`src/hw/mlp_defs.vh`:
```
// Constants shared by the memory lock protection design files.
`ifndef MLP_DEFS_VH
`define MLP_DEFS_VH

// ----------------------------------------------------------------------------
// Register bus
// ----------------------------------------------------------------------------
`define MLP_ADDR_W          4
`define MLP_ADDR_LOCK       4'h0
`define MLP_ADDR_CTRL       4'h1
`define MLP_ADDR_LOWDATA    4'h2
`define MLP_ADDR_MODES      4'h3
`define MLP_ADDR_VECT       4'h4
`define MLP_RDATA_IDLE      8'h00

// ----------------------------------------------------------------------------
// Lock byte layout
// ----------------------------------------------------------------------------
`define MLP_LOCK_ERASED     8'hff
`define MLP_LOCK_FIXED_ONES 8'hc0
`define MLP_LOCK_NONE       8'h00
`define MLP_SECT_LOCK_MASK  8'h3c
`define MLP_MEM_LOCK_MASK   8'h03
`define MLP_BOOT_SECT_MASK  8'h30
`define MLP_BIT_MEM_LO      0
`define MLP_BIT_MEM_HI      1
`define MLP_BIT_APP_LO      2
`define MLP_BIT_APP_HI      3
`define MLP_BIT_BOOT_LO     4
`define MLP_BIT_BOOT_HI     5

// ----------------------------------------------------------------------------
// Control register fields
// ----------------------------------------------------------------------------
`define MLP_CTRL_SPM_EN     0
`define MLP_CTRL_LOCK_SET   3
`define MLP_CTRL_ARM_CODE   8'h09

// ----------------------------------------------------------------------------
// Timing: the armed lock-set command lasts four clock cycles.
// ----------------------------------------------------------------------------
`define MLP_ARM_W           3
`define MLP_ARM_CYCLES      3'd4
`define MLP_ARM_ZERO        3'd0
`define MLP_ARM_ONE         3'd1

// ----------------------------------------------------------------------------
// Section indices
// ----------------------------------------------------------------------------
`define MLP_SECT_APP        0
`define MLP_SECT_BOOT       1

`endif

```
`src/hw/mlp_lock_store.v`:
```
// Lock byte storage cell: erase to ones, program bits to zero only.
`timescale 1ns/1ns
`default_nettype none
`include "mlp_defs.vh"

module mlp_lock_store (
    input  wire       ref_clk,
    input  wire       rst_n,
    input  wire       erase,
    input  wire       loadNv,
    input  wire [7:0] nvByte,
    input  wire [7:0] programMask,
    output reg  [7:0] lockByte
);

    reg [7:0] lock_next;

    // A bit returns to one only through erase; writes can only clear bits.
    always @* begin
        lock_next = lockByte;
        if (erase) begin
            lock_next = `MLP_LOCK_ERASED;
        end else if (loadNv) begin
            lock_next = nvByte | `MLP_LOCK_FIXED_ONES;
        end else begin
            lock_next = lockByte & ~(programMask & ~`MLP_LOCK_FIXED_ONES);
        end
    end

    always @(posedge ref_clk or negedge rst_n) begin
        if (!rst_n) begin
            lockByte <= `MLP_LOCK_ERASED;
        end else begin
            lockByte <= lock_next;
        end
    end

endmodule
`default_nettype wire

```
`src/hw/mlp_section_gate.v`:
```
// Per-section decode of a lock pair into access and interrupt gating.
`timescale 1ns/1ns
`default_nettype none
`include "mlp_defs.vh"

module mlp_section_gate (
    input  wire       lockHi,
    input  wire       lockLo,
    input  wire       targetMine,
    input  wire       execMine,
    input  wire       vectorsMine,
    output wire [1:0] modeCode,
    output wire       writeBlock,
    output wire       readBlock,
    output wire       intBlock
);

    // Mode code is mode number minus one: 11->0, 10->1, 00->2, 01->3.
    assign modeCode   = {~lockHi, lockHi ^ lockLo};
    // Modes 2 and 3 have the low bit programmed and stop self-programming.
    assign writeBlock = targetMine & ~lockLo;
    // Modes 3 and 4 stop reads that come from code in the other section.
    assign readBlock  = targetMine & ~execMine & ~lockHi;
    // Modes 3 and 4 mask interrupts here when the vectors sit elsewhere.
    assign intBlock   = execMine & ~vectorsMine & ~lockHi;

endmodule
`default_nettype wire

```
`src/hw/mlp_lock_ctrl.v`:
```
// Memory lock protection: lock byte, mode decode and access gating.
//
// Overview of operation
// - Six lock bits, one means unprogrammed; only chip erase returns them to one.
// - Boot pair at bits 5:4, application pair 3:2, memory lock 1:0, 7:6 read one.
// - Memory lock mode 1 leaves external programming and verification free.
// - Mode 2 blocks external flash, EEPROM and fuse writes; verify still allowed.
// - Mode 3 blocks external writes, verification, fuse and boot-lock changes.
// - Application mode 1 leaves self-writes and reads of that section free.
// - Application mode 2 suppresses self-writes into the application section.
// - Application mode 3 blocks self-writes and reads from boot code.
// - Application mode 4 allows self-writes but blocks reads from boot code.
// - Application modes 3 and 4 with vectors in boot mask interrupts in application.
// - Boot mode 1 leaves self-writes and reads of the boot section free.
// - Boot mode 2 suppresses self-writes into the boot section.
// - Boot mode 3 blocks self-writes and reads from application code.
// - Boot mode 4 allows self-writes but blocks reads from application code.
// - Boot modes 3 and 4 with vectors in application mask interrupts in boot.
// - Armed lock-set plus store within four cycles loads boot and application locks from low data.
//
// Decided for this implementation: the address-and-strobe port and the register offsets.
`timescale 1ns/1ns
`default_nettype none
`include "mlp_defs.vh"

module mlp_lock_ctrl (
    input  wire       ref_clk,
    input  wire       rst_n,
    // Register port.
    input  wire [3:0] regAddr,
    input  wire [7:0] regWdata,
    input  wire       regWrite,
    input  wire       regRead,
    output reg  [7:0] regRdata,
    // Nonvolatile lock cells and chip erase.
    input  wire [7:0] nvLockByte,
    input  wire       chipErase,
    // External programmer requests.
    input  wire       extFlashWr,
    input  wire       extEepromWr,
    input  wire       extVerifyRd,
    input  wire       extFuseWr,
    input  wire       extLockWr,
    input  wire [7:0] extLockData,
    output wire       extFlashWrOk,
    output wire       extEepromWrOk,
    output wire       extVerifyOk,
    output wire       extFuseWrOk,
    // CPU self-programming and program memory reads.
    input  wire       execInBoot,
    input  wire       selfWrReq,
    input  wire       selfWrToBoot,
    output wire       selfWrGrant,
    output wire       lockSetDone,
    input  wire       pmReadReq,
    input  wire       pmReadFromBoot,
    output wire       pmReadGrant,
    output wire       intDisable,
    output wire [7:0] lockByte
);

    // ------------------------------------------------------------------------
    // Software registers
    // ------------------------------------------------------------------------
    reg  [7:0]              lowData_reg;
    reg  [7:0]              lowData_next;
    reg                     vecInBoot_reg;
    reg                     vecInBoot_next;
    reg  [`MLP_ARM_W-1:0]   armCnt_reg;
    reg  [`MLP_ARM_W-1:0]   armCnt_next;
    reg                     loaded_reg;
    reg  [7:0]              rdata_next;
    wire                    ctrlWrite;
    wire                    armed;

    assign ctrlWrite = regWrite && (regAddr == `MLP_ADDR_CTRL);
    assign armed     = (armCnt_reg != `MLP_ARM_ZERO);

    // ------------------------------------------------------------------------
    // Lock byte storage
    // ------------------------------------------------------------------------
    wire [7:0] lockQ;
    wire [7:0] extMask;
    wire [7:0] selfMask;
    wire       memLockHi;
    wire       memLockLo;
    wire       lockSetFire;

    assign lockByte  = lockQ | `MLP_LOCK_FIXED_ONES;
    assign memLockHi = lockQ[`MLP_BIT_MEM_HI];
    assign memLockLo = lockQ[`MLP_BIT_MEM_LO];

    // A store issued while the command is armed sets boot and application locks (bits 5:2) only.
    assign lockSetFire = armed && selfWrReq;
    assign lockSetDone = lockSetFire;
    assign selfMask    = lockSetFire ? (~lowData_reg & `MLP_SECT_LOCK_MASK)
                                     : `MLP_LOCK_NONE;

    // The programmer may always program further memory lock bits; section
    // lock bits become frozen once mode 3 is reached.
    assign extMask = !extLockWr ? `MLP_LOCK_NONE
                   : (~extLockData & (memLockHi ? (`MLP_SECT_LOCK_MASK |
                                                   `MLP_MEM_LOCK_MASK)
                                                : `MLP_MEM_LOCK_MASK));

    mlp_lock_store u_store (
        .ref_clk     (ref_clk),
        .rst_n       (rst_n),
        .erase       (chipErase),
        .loadNv      (~loaded_reg),
        .nvByte      (nvLockByte),
        .programMask (extMask | selfMask),
        .lockByte    (lockQ)
    );

    // ------------------------------------------------------------------------
    // External programming gates
    // ------------------------------------------------------------------------
    // Mode 1 is free; any programmed memory lock bit stops writes and fuse
    // changes; a programmed upper bit also stops verification.
    assign extFlashWrOk  = extFlashWr  && memLockLo && memLockHi;
    assign extEepromWrOk = extEepromWr && memLockLo && memLockHi;
    assign extFuseWrOk   = extFuseWr   && memLockLo && memLockHi;
    assign extVerifyOk   = extVerifyRd && memLockHi;

    // ------------------------------------------------------------------------
    // Section gates
    // ------------------------------------------------------------------------
    wire [1:0] secHi;
    wire [1:0] secLo;
    wire [1:0] secWrTarget;
    wire [1:0] secRdTarget;
    wire [1:0] secExec;
    wire [1:0] secVec;
    wire [1:0] secWrBlock;
    wire [1:0] secRdBlock;
    wire [1:0] secIntBlock;
    wire [3:0] secMode;

    assign secHi       = {lockQ[`MLP_BIT_BOOT_HI], lockQ[`MLP_BIT_APP_HI]};
    assign secLo       = {lockQ[`MLP_BIT_BOOT_LO], lockQ[`MLP_BIT_APP_LO]};
    assign secWrTarget = {selfWrToBoot, ~selfWrToBoot};
    assign secRdTarget = {pmReadFromBoot, ~pmReadFromBoot};
    assign secExec     = {execInBoot, ~execInBoot};
    assign secVec      = {vecInBoot_reg, ~vecInBoot_reg};

    genvar s;
    generate
        for (s = 0; s < 2; s = s + 1) begin : g_sect
            mlp_section_gate u_gate (
                .lockHi      (secHi[s]),
                .lockLo      (secLo[s]),
                .targetMine  (secWrTarget[s] | secRdTarget[s]),
                .execMine    (secExec[s]),
                .vectorsMine (secVec[s]),
                .modeCode    (secMode[2*s+1:2*s]),
                .writeBlock  (),
                .readBlock   (),
                .intBlock    (secIntBlock[s])
            );
            assign secWrBlock[s] = secWrTarget[s] & ~secLo[s];
            assign secRdBlock[s] = secRdTarget[s] & ~secExec[s] & ~secHi[s];
        end
    endgenerate

    // Grants are combinational so a blocked access never reaches the array.
    assign selfWrGrant = selfWrReq && !lockSetFire && (secWrBlock == 2'b00);
    assign pmReadGrant = pmReadReq && (secRdBlock == 2'b00);
    assign intDisable  = |secIntBlock;

    // ------------------------------------------------------------------------
    // Register writes and arming window
    // ------------------------------------------------------------------------
    always @* begin
        lowData_next   = lowData_reg;
        vecInBoot_next = vecInBoot_reg;
        armCnt_next    = armCnt_reg;
        if (regWrite && (regAddr == `MLP_ADDR_LOWDATA)) begin
            lowData_next = regWdata;
        end
        if (regWrite && (regAddr == `MLP_ADDR_VECT)) begin
            vecInBoot_next = regWdata[0];
        end
        if (ctrlWrite && (regWdata == `MLP_CTRL_ARM_CODE)) begin
            armCnt_next = `MLP_ARM_CYCLES;
        end else if (lockSetFire) begin
            armCnt_next = `MLP_ARM_ZERO;
        end else if (armed) begin
            armCnt_next = armCnt_reg - `MLP_ARM_ONE;
        end
    end

    // ------------------------------------------------------------------------
    // Read mux
    // ------------------------------------------------------------------------
    always @* begin
        rdata_next = `MLP_RDATA_IDLE;
        if (regRead) begin
            case (regAddr)
                `MLP_ADDR_LOCK: begin
                    rdata_next = lockByte;
                end
                `MLP_ADDR_CTRL: begin
                    rdata_next = armed ? `MLP_CTRL_ARM_CODE : `MLP_RDATA_IDLE;
                end
                `MLP_ADDR_LOWDATA: begin
                    rdata_next = lowData_reg;
                end
                `MLP_ADDR_MODES: begin
                    rdata_next = {2'b00, secMode[3:2], secMode[1:0],
                                  ~memLockHi, ~memLockLo};
                end
                `MLP_ADDR_VECT: begin
                    rdata_next = {7'h00, vecInBoot_reg};
                end
                default: begin
                    rdata_next = `MLP_RDATA_IDLE;
                end
            endcase
        end
    end

    // ------------------------------------------------------------------------
    // State registers
    // ------------------------------------------------------------------------
    always @(posedge ref_clk or negedge rst_n) begin
        if (!rst_n) begin
            lowData_reg   <= `MLP_LOCK_ERASED;
            vecInBoot_reg <= 1'b0;
            armCnt_reg    <= `MLP_ARM_ZERO;
            loaded_reg    <= 1'b0;
            regRdata      <= `MLP_RDATA_IDLE;
        end else begin
            lowData_reg   <= lowData_next;
            vecInBoot_reg <= vecInBoot_next;
            armCnt_reg    <= armCnt_next;
            loaded_reg    <= 1'b1;
            regRdata      <= rdata_next;
        end
    end

endmodule
`default_nettype wire

```
`config.mk`:
```
export PLATFORM = sky130hd
export DESIGN_NAME = mlp_lock_ctrl
export DESIGN_NICKNAME = d
export VERILOG_FILES = /design/src/hw/mlp_lock_store.v /design/src/hw/mlp_section_gate.v /design/src/hw/mlp_lock_ctrl.v
export VERILOG_INCLUDE_DIRS = /design/src /design/src/hw
export SDC_FILE = /design/constraint.sdc
export NUM_CORES = 1
export LEC_CHECK = 0
export ABC_AREA = 1
export BUFFER_PORTS_ARGS = -buffer_cell sky130_fd_sc_hd__buf_4
export CORE_ASPECT_RATIO = 2
export CORE_MARGIN = 10
export CORE_UTILIZATION = 52
export CTS_CLUSTER_SIZE = 28
export DETAILED_ROUTE_END_ITERATION = 6
export GPL_TIMING_DRIVEN = 1
export HOLD_SLACK_MARGIN = 0.06
export PLACE_DENSITY = 0.94
export SKIP_CTS_REPAIR_TIMING = 1
export SLEW_MARGIN = 20
export SYNTH_ARGS = -nofsm -noshare
export SYNTH_HDL_FRONTEND = slang
export SYNTH_HIERARCHICAL = 1
export SYNTH_SLANG_ARGS = --single-unit
```
`constraint.sdc`:
```
create_clock -name ref_clk -period 3.8 [get_ports ref_clk]
set_input_delay 0.76 -clock ref_clk [delete_from_list [all_inputs] [get_ports ref_clk]]
set_output_delay 0.76 -clock ref_clk [all_outputs]
set_load 0.005 [all_outputs]
```
Word level (Yosys, flattened, before mapping):

Cells that the tools add are included.

* bits in registers: 29
* output and inout port bits: 24
* word-level logic and storage cells: 73

* $add $sub $neg: 1
* equal/unequal tests: 5
* muxes and demuxes: 11
* bitwise operators: 28
* reductions and logical operators: 22

Operator list (count)
* one-hot mux 8 bit (5 select lines): 1
* 2-to-1 mux 8 bit: 3
* 2-to-1 mux 6 bit: 3
* logical AND 1 bit: 15
* inverter 6 bit: 2
* AND 1 bit: 10
* inverter 1 bit: 10
* 2-to-1 mux 3 bit: 3
* AND 8 bit: 1
* == test 4 x 2 -> 1 bit (second input constant): 2
* == test 8 x 4 -> 1 bit (second input constant): 1
* inverter 6 -> 8 bit: 1
* AND 6 bit: 1
* OR 6 bit: 1
* nonzero test 3 bit: 2
* == test 4 x 1 -> 1 bit (second input constant): 1
* == test 4 x 3 -> 1 bit (second input constant): 1
* zero test 2 bit: 2
* zero test 4 bit: 1
* 2-to-1 mux 4 bit: 1
* subtractor 3 x 1 -> 3 bit (second input constant): 1
* OR reduction 2 bit: 1
* XOR 1 bit: 2
* zero test 1 bit: 1

Depth between registers and ports, before layout:

Gate-level depths: netlist (run 1).

* depth in word-level cells: 8
* mapped depth: 8
* gate-level depth less buffers: 8

Cells and area by module:

Netlist (run 1), hierarchy kept.

Modules (own cells, without submodules)
* mlp_lock_ctrl: times used 1, cells each 171, area an instance 1262.5 µm²
* mlp_lock_store: times used 1, cells each 37, area an instance 354.1 µm²
* mlp_section_gate: times used 2, cells each 13, area an instance 48.8 µm²

Least setup slack after synthesis (run 1):

Ideal clock, no wire load.

* kind: input -> output
* start: input execInBoot
* end: output intDisable
* arrival time: 1.164 ns
* data required time: 3.040 ns
* slack: 1.876 ns
* cell stages on the path: 4
* buffers on the path: 0
* path through: inv_1 > nand2_1 > nor2_1 > or2_2

* cells in the longest elaborated chain, start to end: 4
* elaborated cells between the ends (all ways): 6

Ends and longest elaborated chain
* start: declaration: line mlp_lock_ctrl.v:50 `input wire execInBoot,`
* inverter 1 bit
* AND 1 bit (2 in a row): line mlp_section_gate.v:25 `assign intBlock = execMine & ~vectorsMine & ~lockHi;`
* via secIntBlock[0]: line mlp_lock_ctrl.v:137 `wire [1:0] secIntBlock;`
* OR reduction 2 bit: line mlp_lock_ctrl.v:169 `assign intDisable = |secIntBlock;`
* end: declaration: line mlp_lock_ctrl.v:58 `output wire intDisable,`

The timed path passes the listed nets, and every way through them passes these cells.

Worst setup path after layout (run 1):

* start: register armCnt_reg[0]
* end: output lockSetDone

* cells in the longest elaborated chain, start to end: 2

Ends and longest elaborated chain
* start: declaration: line mlp_lock_ctrl.v:69 `` reg [`MLP_ARM_W-1:0] armCnt_reg; ``
* start signal: assignment: line mlp_lock_ctrl.v:230 `` armCnt_reg <= `MLP_ARM_ZERO; ``
* start signal: assignment: line mlp_lock_ctrl.v:236 `armCnt_reg <= armCnt_next;`
* nonzero test 3 bit (no source line)
* logical AND 1 bit: line mlp_lock_ctrl.v:94 `assign lockSetFire = armed && selfWrReq;`
* end: declaration: line mlp_lock_ctrl.v:54 `output wire lockSetDone,`

Every way passes these cells.

==> results of run 1 <==
-- layout make-up --
class                           count  area share, %
Clock inverter                      1         0.3546
Multi-Input combinational cell    142          33.75
Tap cell                           30          1.773
Clock buffer                        3          1.950
Sequential cell                    27          32.74
Timing Repair Buffer               60          21.28
Inverter                           44          8.156
-- metrics by stage --
step,area [um^2],std cells,total power [mW],utilization (%)
final,2117,307,0.8099,71.09
after global routing,2117,307,0.8662,71.09
after CTS,2117,307,0.8137,71.09
after detailed placement,2068,303,0.6503,69.45
after global placement,2068,303,0.6398,69.45
after floorplan,1625,218,0.5356,-
-- per-layer routing --
metal	vias to the layer above	track usage, %	part of all wire (%)
met5	-	0	0
met4	0	6.217	2.4
met3	10	4.499	7.2
met2	62	26.47	56
met1	719	14.30	35
li1	786	-	-
-- worst max-delay path, stage by stage, from the launching register on --
cell	delay, ns
dfrtp_1	0.37
inv_1	0.11
ha_1	0.16
nand2_1	0.17
nand2_1	0.21
inv_1	0.07
buf_4	0.14
-- power groups by stage --
stage	registers, mW	logic [mW]	clock network, mW
2_1_floorplan	0.377	0.159	0
3_3_place_gp	0.389	0.251	0
3_5_place_dp	0.391	0.260	0
4_1_cts	0.386	0.261	0.166
5_1_grt	0.391	0.301	0.175
6_report	0.387	0.258	0.165
-- path summary, 6_finish.rpt --
check / start / to / slack, ns / depth (start not counted)
min reg2reg: lowData_reg[7] / lowData_reg[7] / 0.47 / 2
max reg2reg: armCnt_reg[0] / u_store/lockByte[2] / 2.42 / 8
max in group asynchronous: rst_n / u_store/lockByte[5] / 3.12 / 1
max: armCnt_reg[0] / lockSetDone / 1.56 / 6
min: rst_n / vecInBoot_reg / 0.37 / 1
min in group ref_clk: lowData_reg[7] / lowData_reg[7] / 0.47 / 2
==> results by group, run 1 <==
Power
  • Clock power frac: approximately a fifth
  • Net Sw Frac: between 30% and 40%
  • PD cells: 382.6 nW/um^2
  • Sw Pwr: 268.4 uW
  • Pint: 541.5 uW
  • Register share of total power: 47.7%
  • Maximum vdd ir drop: between 0.3 and 0.4 mV
  • Logic pwr share: between 30% and 40%
  • Lkg Pwr: between 1 and 1.5 nW

Critical path
  • Crit path launch type: register
  • CP Data Required Time: 3.04 ns
  • Setup CP Type: register to output port
  • CP arrival: 1.48 ns
  • Worst setup EP type: output port
  • Crit-path max FO: 8

Yosys
  • Mapped Cells: 216
  • Mapped Area: ~1600 um^2
  • Synth warn: 6
  • Synthesized area per cell: 7.490 um^2

Routing
  • Iteration-0 DRC Markers: 29
  • DRC viols: 0
  • Via Count: ~1600
  • Average via count per standard cell: 5.137
  • WL per Instance: approximately 14 um
  • Pre-antenna DRT Iters: 4
  • Final WL: 4.275 mm
  • ANT nets after route: 0

STA
  • Max-slew violation count: 0
  • Worst-margin pin slew: approximately 0.54 ns
  • Tmin final: around 2.2 ns
  • Slew headroom: between 60% and 70%
  • Final worst setup slack: between 1.5 and 2 ns
  • Total Neg Setup Slack: 0 ns
  • Worst hold slack: roughly 0.37 ns
  • Final setup violation count: 0
  • FMAX: 447.2 MHz
  • Clock skew: between 0.008 and 0.009 ns
  • RSZ-0062 raised after global routing: false
  • Hold Violations, Final: 0
  • Final period utilization: between 50% and 60%

GRT
  • Largest net degree at the start of global routing: 28
  • First-pass GRT wire length: between 7 and 8 mm
  • Initial antenna violation count: 0
  • Vias in the first global route: approximately 1700
  • Grt total ovfl: 0
  • GR Util All Layers: between 10% and 20%

Floorplanning
  • Row count: 28
  • Initial Utilization: 54.33%
  • IO Pins: 67
  • Chip Width: slightly below 60 um
  • Core area: 2978 um^2
  • Die Ht: roughly 100 um
  • Die footprint: a little under 6000 um^2

Hold path
  • Min-delay worst type: primary input to asynchronous set/reset pin

Place
  • IO buf count: 60
  • Dpl ws: ~1.6 ns
  • Hpwl dp: roughly 3.5 mm
  • RePlAce Congestion: slightly above 0.8

Finish
  • FILL cells: around 240
  • FF+latch area: slightly below 700 um^2
  • Ant. Diodes: 0
  • Layout cells sized above 1: 34.66%
  • Multi-input logic area: a little over 700 um^2
  • Commonest non-fill, non-tap cell in the layout: buf_4
  • Most frequent cells in the layout: buf_4, nand2_1, inv_1
  • Synth-to-Final Area Change: 30.86%
  • Final Net Count: 323

Clock network
  • Worst-Skew Late Latency: roughly 0.27 ns
  • H-tree depth: 1
  • Sink Count: 27
  • TritonCTS clock tree: done
  • CTS Buf Count: 3
  • CTS Buffer Depth: 2
  • CTS Root Cell: clkbuf_8
  • Reg clk slew, reported paths: about 0.10 ns

Outcome
  • Outcome: finished clean

Job
  • MaxCap Viol Count: 0
Power figures use the tool's default switching activity.
==> run 2, diff against run 1 <==
Settings changed: CORE_UTILIZATION 52 to 49, PLACE_DENSITY 0.94 to 0.89.
Clock period 3.8 ns to 2.11 ns, I/O delays scaled along.
==> run 2 against run 1 <==
Effect of this change:
- combinational power is 80% higher
- sequential share of layout area about the same
- register-to-register slack worse by 1.7 ns
- via count shrank 1.6%
- core utilization decreased by 4.9 points
- first-iteration DRC count grew 14%
- final cell count is 0.33% higher
- final area fell by 0.12%
- total power is 79% higher
- count of clock-buffer cells in the layout grew 1
- largest cell class unchanged
- largest power group unchanged
- highest routed layer unchanged
==> results by group, run 2 (synthesis gave the netlist of run 1 again) <==
Floorplanning
  • IO Pins: 67 (unchanged)
  • Chip Width: 60.63 um (+2.0%)
  • Core area: 3193 um^2 (+7.2%)
  • Row count: 29 (+3.6%)
  • Initial Utilization: 50.67% (-3.7 points)
  • Die footprint: 6139 um^2 (+4.5%)
  • Die Ht: 101.3 um (+2.4%)

Critical path
  • Crit path launch type: register
  • CP Data Required Time: 1.69 ns (-1.35 ns)
  • Worst Reg-to-Reg Cells: 8 (unchanged)
  • Crit-path max FO: 8 (unchanged)
  • Worst setup EP type: output port
  • CP arrival: 1.49 ns (about the same)
  • Setup CP Type: register to output port

Clock network
  • H-tree depth: 1 (unchanged)
  • Sink Count: 27 (unchanged)
  • CTS Root Cell: clkbuf_8
  • Reg clk slew, reported paths: 0.09 ns (about the same)
  • TritonCTS clock tree: done
  • CTS Buffer Depth: 2 (unchanged)
  • CTS Buf Count: 3 (unchanged)
  • Worst-Skew Late Latency: 0.27 ns (about the same)

Finish
  • Most frequent cells in the layout: buf_4, nand2_1, inv_1
  • Layout cells sized above 1: 34.30% (-0.36 points)
  • Synth-to-Final Area Change: 30.70%
  • FILL cells: 281 (+19%)
  • Final Net Count: 323 (unchanged)
  • Commonest non-fill, non-tap cell in the layout: buf_4
  • Post-Route Utilization: 66.22% (-4.9 points)
  • Final instance area: 2115 um^2 (-0.12%)
  • Ant. Diodes: 0 (unchanged)

Place
  • DP Area: 2069 um^2 (about the same)
  • RePlAce Congestion: 0.8141 (-0.20%)
  • Hpwl dp: 3.480 mm (-1.9%)
  • Dpl ws: 0.4848 ns (-1.162 ns)
  • IO buf count: 60 (unchanged)

STA
  • Final period utilization: slightly above 90%
  • Hold Violations, Final: 0 (unchanged)
  • Total Neg Setup Slack: 0 ns (unchanged)
  • FMAX: 523.7 MHz
  • Final worst setup slack: 0.2007 ns (-1.363 ns)
  • Max-slew violation count: 0 (unchanged)
  • Tmin final: approximately 1.9 ns
  • Worst-margin pin slew: 0.5003 ns (-0.03513 ns)
  • Final setup violation count: 0 (unchanged)
  • RSZ-0062 raised after global routing: false
  • Clock skew: 0.005453 ns (-0.002880 ns)
  • Slew headroom: 66.61% (+2.3 points)

GRT
  • Vias in the first global route: 1583 (-5.0%)
  • GR Util All Layers: 13.65% (-1.0 points)
  • Met3 Use GR: 4.261% (-0.24 points)
  • Global-route track usage on met1: 11.61% (-2.7 points)
  • First-pass GRT wire length: 6.568 mm (-6.4%)
  • Initial antenna violation count: 0 (unchanged)
  • Grt peak-use layer: met2
  • Met2 usage: 26.48% (about the same)
  • Largest net degree at the start of global routing: 28 (unchanged)
  • Grt total ovfl: 0 (unchanged)

Power
  • PD cells: 686.4 nW/um^2 (+79%)
  • Maximum vdd ir drop: 0.4599 mV (+51%)
  • Lkg Pwr: 1.212 nW (about the same)

Routing
  • Pre-antenna DRT Iters: 4 (unchanged)
  • DRC viols: 0 (unchanged)
  • WL per Instance: 13.69 um (-1.7%)
  • Average via count per standard cell: 5.039 (-1.9%)
  • Final WL: 4.217 mm (-1.4%)
  • ANT nets after route: 0 (unchanged)
  • Via Count: 1552 (-1.6%)
  • Iteration-0 DRC Markers: 33 (+14%)

Outcome
  • Outcome: finished clean

Hold path
  • Min-delay worst type: primary input to asynchronous set/reset pin

Job
  • MaxCap Viol Count: 0 (unchanged)
-- run 2: critical path: stages (launching register included) --
cell and delay [ns]:
dfrtp_1 0.37, inv_1 0.10, ha_1 0.15, nand2_1 0.16
nand2_1 0.23, inv_1 0.06, buf_4 0.13
-- run 2: layout make-up --
type / instances / area, um^2 / share of cell area (%)
well taps: 31 / 38.79 / 1.834
inverters: 44 / 172.7 / 8.166
repair buffers: 60 / 450.4 / 21.30
flip-flops and latches: 27 / 693.2 / 32.78
multi-input cells: 142 / 714.4 / 33.79
clock buffers: 4 / 45.04 / 2.130
-- run 2: worst paths after layout --
path	from	end	slack, ns
hold / removal	rst_n	regRdata[7]	0.04
hold reg to reg	lowData_reg[6]	lowData_reg[6]	0.47
setup reg to reg	armCnt_reg[0]	u_store/lockByte[2]	0.69
min in group ref_clk	nvLockByte[4]	u_store/lockByte[4]	0.35
max in group asynchronous	rst_n	u_store/lockByte[5]	1.76
setup / recovery	armCnt_reg[0]	lockSetDone	0.20
-- run 2: metal layers --
layer / part of all wire [%] / routed length, um / vias to the layer above
met2: 55 / 2302 / 54
li1: - / - / 789
met1: 35 / 1484 / 702
met5: 0 / 0 / -
met4: 2.3 / 96 / 0
met3: 7.9 / 333 / 7
-- run 2: through the flow --
stage	power, mW	hold WS (ns)	std cells
detailed placement	1.173	0.3482	304
CTS	1.460	0.05314	308
global placement	1.156	0.3463	304
global route	1.540	0.06620	308
finish	1.452	0.04129	308
floorplan	0.9646	0.1264	218
-- run 2: where the power goes --
part / total, mW / internal [mW] / switching (mW)
clock: 0.290 / 0.135 / 0.154
sequential: 0.697 / 0.627 / 0.0701
combinational: 0.465 / 0.214 / 0.251
total: 1.45 / 0.976 / 0.475
==> run 3, diff against run 2 <==
Settings changed: ABC_AREA 1 to default, CORE_UTILIZATION 49 to 48.
==> run 3 against run 2 <==
Effect of this change:
- non-clock buffer count unchanged
- worst hold slack better by 0.012 ns
- final cell count shrank 24%
- count of clock-buffer cells in the layout did not move
- setup slack better by 0.037 ns
- combinational power rose by 8.6%
- critical endpoint unchanged
==> results by group, run 3 <==
Critical path
  • CP arrival: 1.45 ns (-0.04 ns)
  • Worst setup EP type: output port
  • Crit-path max FO: 5 (-3)
  • CP Data Required Time: 1.69 ns (about the same)
  • Crit path launch type: register
  • Setup CP Type: register to output port

Job
  • MaxCap Viol Count: 0 (unchanged)

STA
  • Final setup violation count: 0 (unchanged)
  • Total Neg Setup Slack: 0 ns (unchanged)
  • Clock skew: 0.005380 ns (-0.00007314 ns)
  • Final worst setup slack: 0.2380 ns (+0.03732 ns)
  • RSZ-0062 raised after global routing: false
  • Hold Violations, Final: 0 (unchanged)
  • Tmin final: 1.872 ns (-0.03732 ns)
  • Max-slew violation count: 0 (unchanged)
  • FMAX: 534.2 MHz (+2.0%)
  • Final period utilization: 88.72% (-1.8 points)

Clock network
  • TritonCTS clock tree: done
  • Reg clk slew, reported paths: 0.09 ns (about the same)
  • Worst-Skew Late Latency: 0.27 ns (about the same)
  • Sink Count: 27 (unchanged)
  • H-tree depth: 1 (unchanged)
  • CTS Buf Count: 3 (unchanged)
  • CTS Root Cell: clkbuf_8
  • CTS Buffer Depth: 2 (unchanged)

Place
  • RePlAce Congestion: 0.7641 (-6.1%)
  • IO buf count: 60 (unchanged)
  • Hpwl dp: 3.252 mm (-6.6%)
  • Dpl ws: 0.5424 ns (+0.05756 ns)

Routing
  • Pre-antenna DRT Iters: 4 (unchanged)
  • Final WL: 3.999 mm (-5.2%)
  • Iteration-0 DRC Markers: 11 (-67%)
  • Via Count: 1265 (-18%)
  • Average via count per standard cell: 5.429 (+7.7%)
  • ANT nets after route: 0 (unchanged)
  • WL per Instance: 17.16 um (+25%)
  • DRC viols: 0 (unchanged)

Power
  • Pint: 1.054 mW (+8.0%)
  • Logic pwr share: 33.5% (+1.5 points)
  • Sw Pwr: 454.9 uW (-4.3%)
  • Net Sw Frac: 30.15% (-2.6 points)
  • PD cells: 738.8 nW/um^2 (+7.6%)
  • Clock power frac: 19.2% (-0.8 points)
  • Maximum vdd ir drop: 0.5238 mV (+14%)
  • Register share of total power: 47.3% (-0.7 points)
  • Overall power: 1.509 mW (+3.9%)
  • Lkg Pwr: 0.9768 nW (-19%)

GRT
  • Largest net degree at the start of global routing: 28 (unchanged)
  • First-pass GRT wire length: 6.437 mm (-2.0%)
  • Initial antenna violation count: 0 (unchanged)
  • GR Util All Layers: 13.48% (-0.17 points)
  • Grt total ovfl: 0 (unchanged)
  • Vias in the first global route: 1370 (-13%)

Floorplanning
  • IO Pins: 67 (unchanged)
  • Initial Utilization: 49.31% (-1.4 points)
  • Core area: 3157 um^2 (-1.1%)
  • Die footprint: 6058 um^2 (-1.3%)
  • Die Ht: 100.5 um (-0.72%)
  • Chip Width: 60.27 um (-0.60%)
  • Row count: 29 (unchanged)

Finish
  • Synth-to-Final Area Change: 31.19%
  • Ant. Diodes: 0 (unchanged)
  • Commonest non-fill, non-tap cell in the layout: buf_4
  • Layout cells sized above 1: 50.50% (+16 points)
  • Final Net Count: 248 (-23%)
  • Most frequent cells in the layout: buf_4, dfstp_2, dfrtp_1

Yosys
  • Synth warn: 6 (unchanged)
  • Mapped Cells: 142 (-34%)
  • Synthesized area per cell: 10.96 um^2 (+46%)
  • Mapped Area: 1556 um^2 (-3.8%)

Outcome
  • Outcome: finished clean

Hold path
  • Min-delay worst type: primary input to asynchronous set/reset pin
## run 3: cell types whose count changed in the layout (fill, tap and decap cells not counted), sizes merged, moves of 6 or more
cell / change
inv: -35
nor2b: +6
nand2: -47
nor2: -11
mux2: +12
nand2b: +6
nand3: -29
## run 3: layout make-up
cell class,instances,area [um^2]
repair buffers,60,450.4
inverters,9,33.78
well taps,31,38.79
multi-input cells,102,780.7
clock buffers,4,45.04
fillers,248,1115
flip-flops and latches,27,693.2
## run 3: stage by stage
step           cell area, um^2  instances  hold slack, ns  util, %
6_report                  2042        233         0.05363    64.68
5_1_grt                   2042        233         0.06560    64.68
3_3_place_gp              1997        229          0.3483    63.26
3_5_place_dp              1997        229          0.3518    63.26
2_1_floorplan             1564        144          0.1264        -
4_1_cts                   2042        233         0.05641    64.68
## run 3: critical path: stages (launching register included)
cell,delay (ns)
dfrtp_1,0.40
inv_1,0.08
ha_1,0.25
nand2b_4,0.10
nand2_1,0.15
inv_1,0.06
buf_4,0.14
## run 3: final timing paths
check | start | depth (start not counted) | slack [ns] | end
worst max-delay path | armCnt_reg[0] | 6 | 0.24 | lockSetDone
worst min-delay path | rst_n | 1 | 0.05 | regRdata[7]
worst max register to register | armCnt_reg[0] | 7 | 0.55 | u_store/lockByte[4]
worst min register to register | u_store/lockByte[2] | 2 | 0.54 | u_store/lockByte[2]
max in group asynchronous | rst_n | 1 | 1.76 | lowData_reg[3]
min in group ref_clk | selfWrReq | 2 | 0.36 | armCnt_reg[2]
## run 3: power by group through the flow
| stage | Sequential, mW | Clock [mW] | Combinational (mW) |
|---|---|---|---|
| 4_1_cts | 0.713 | 0.296 | 0.512 |
| 5_1_grt | 0.726 | 0.316 | 0.565 |
| 3_5_place_dp | 0.723 | 0 | 0.508 |
| 3_3_place_gp | 0.719 | 0 | 0.494 |
| 6_report | 0.714 | 0.290 | 0.505 |
| 2_1_floorplan | 0.695 | 0 | 0.331 |
## run 3: routing by layer
metal  global-route usage (%)  vias to the layer above  share of wire (%)
met5                        0                        -                  0
met4                    3.646                        0               0.70
met3                    4.167                        2                7.4
met2                    25.80                       43                 57
met1                    12.72                      602                 35
li1                         -                      618                  -
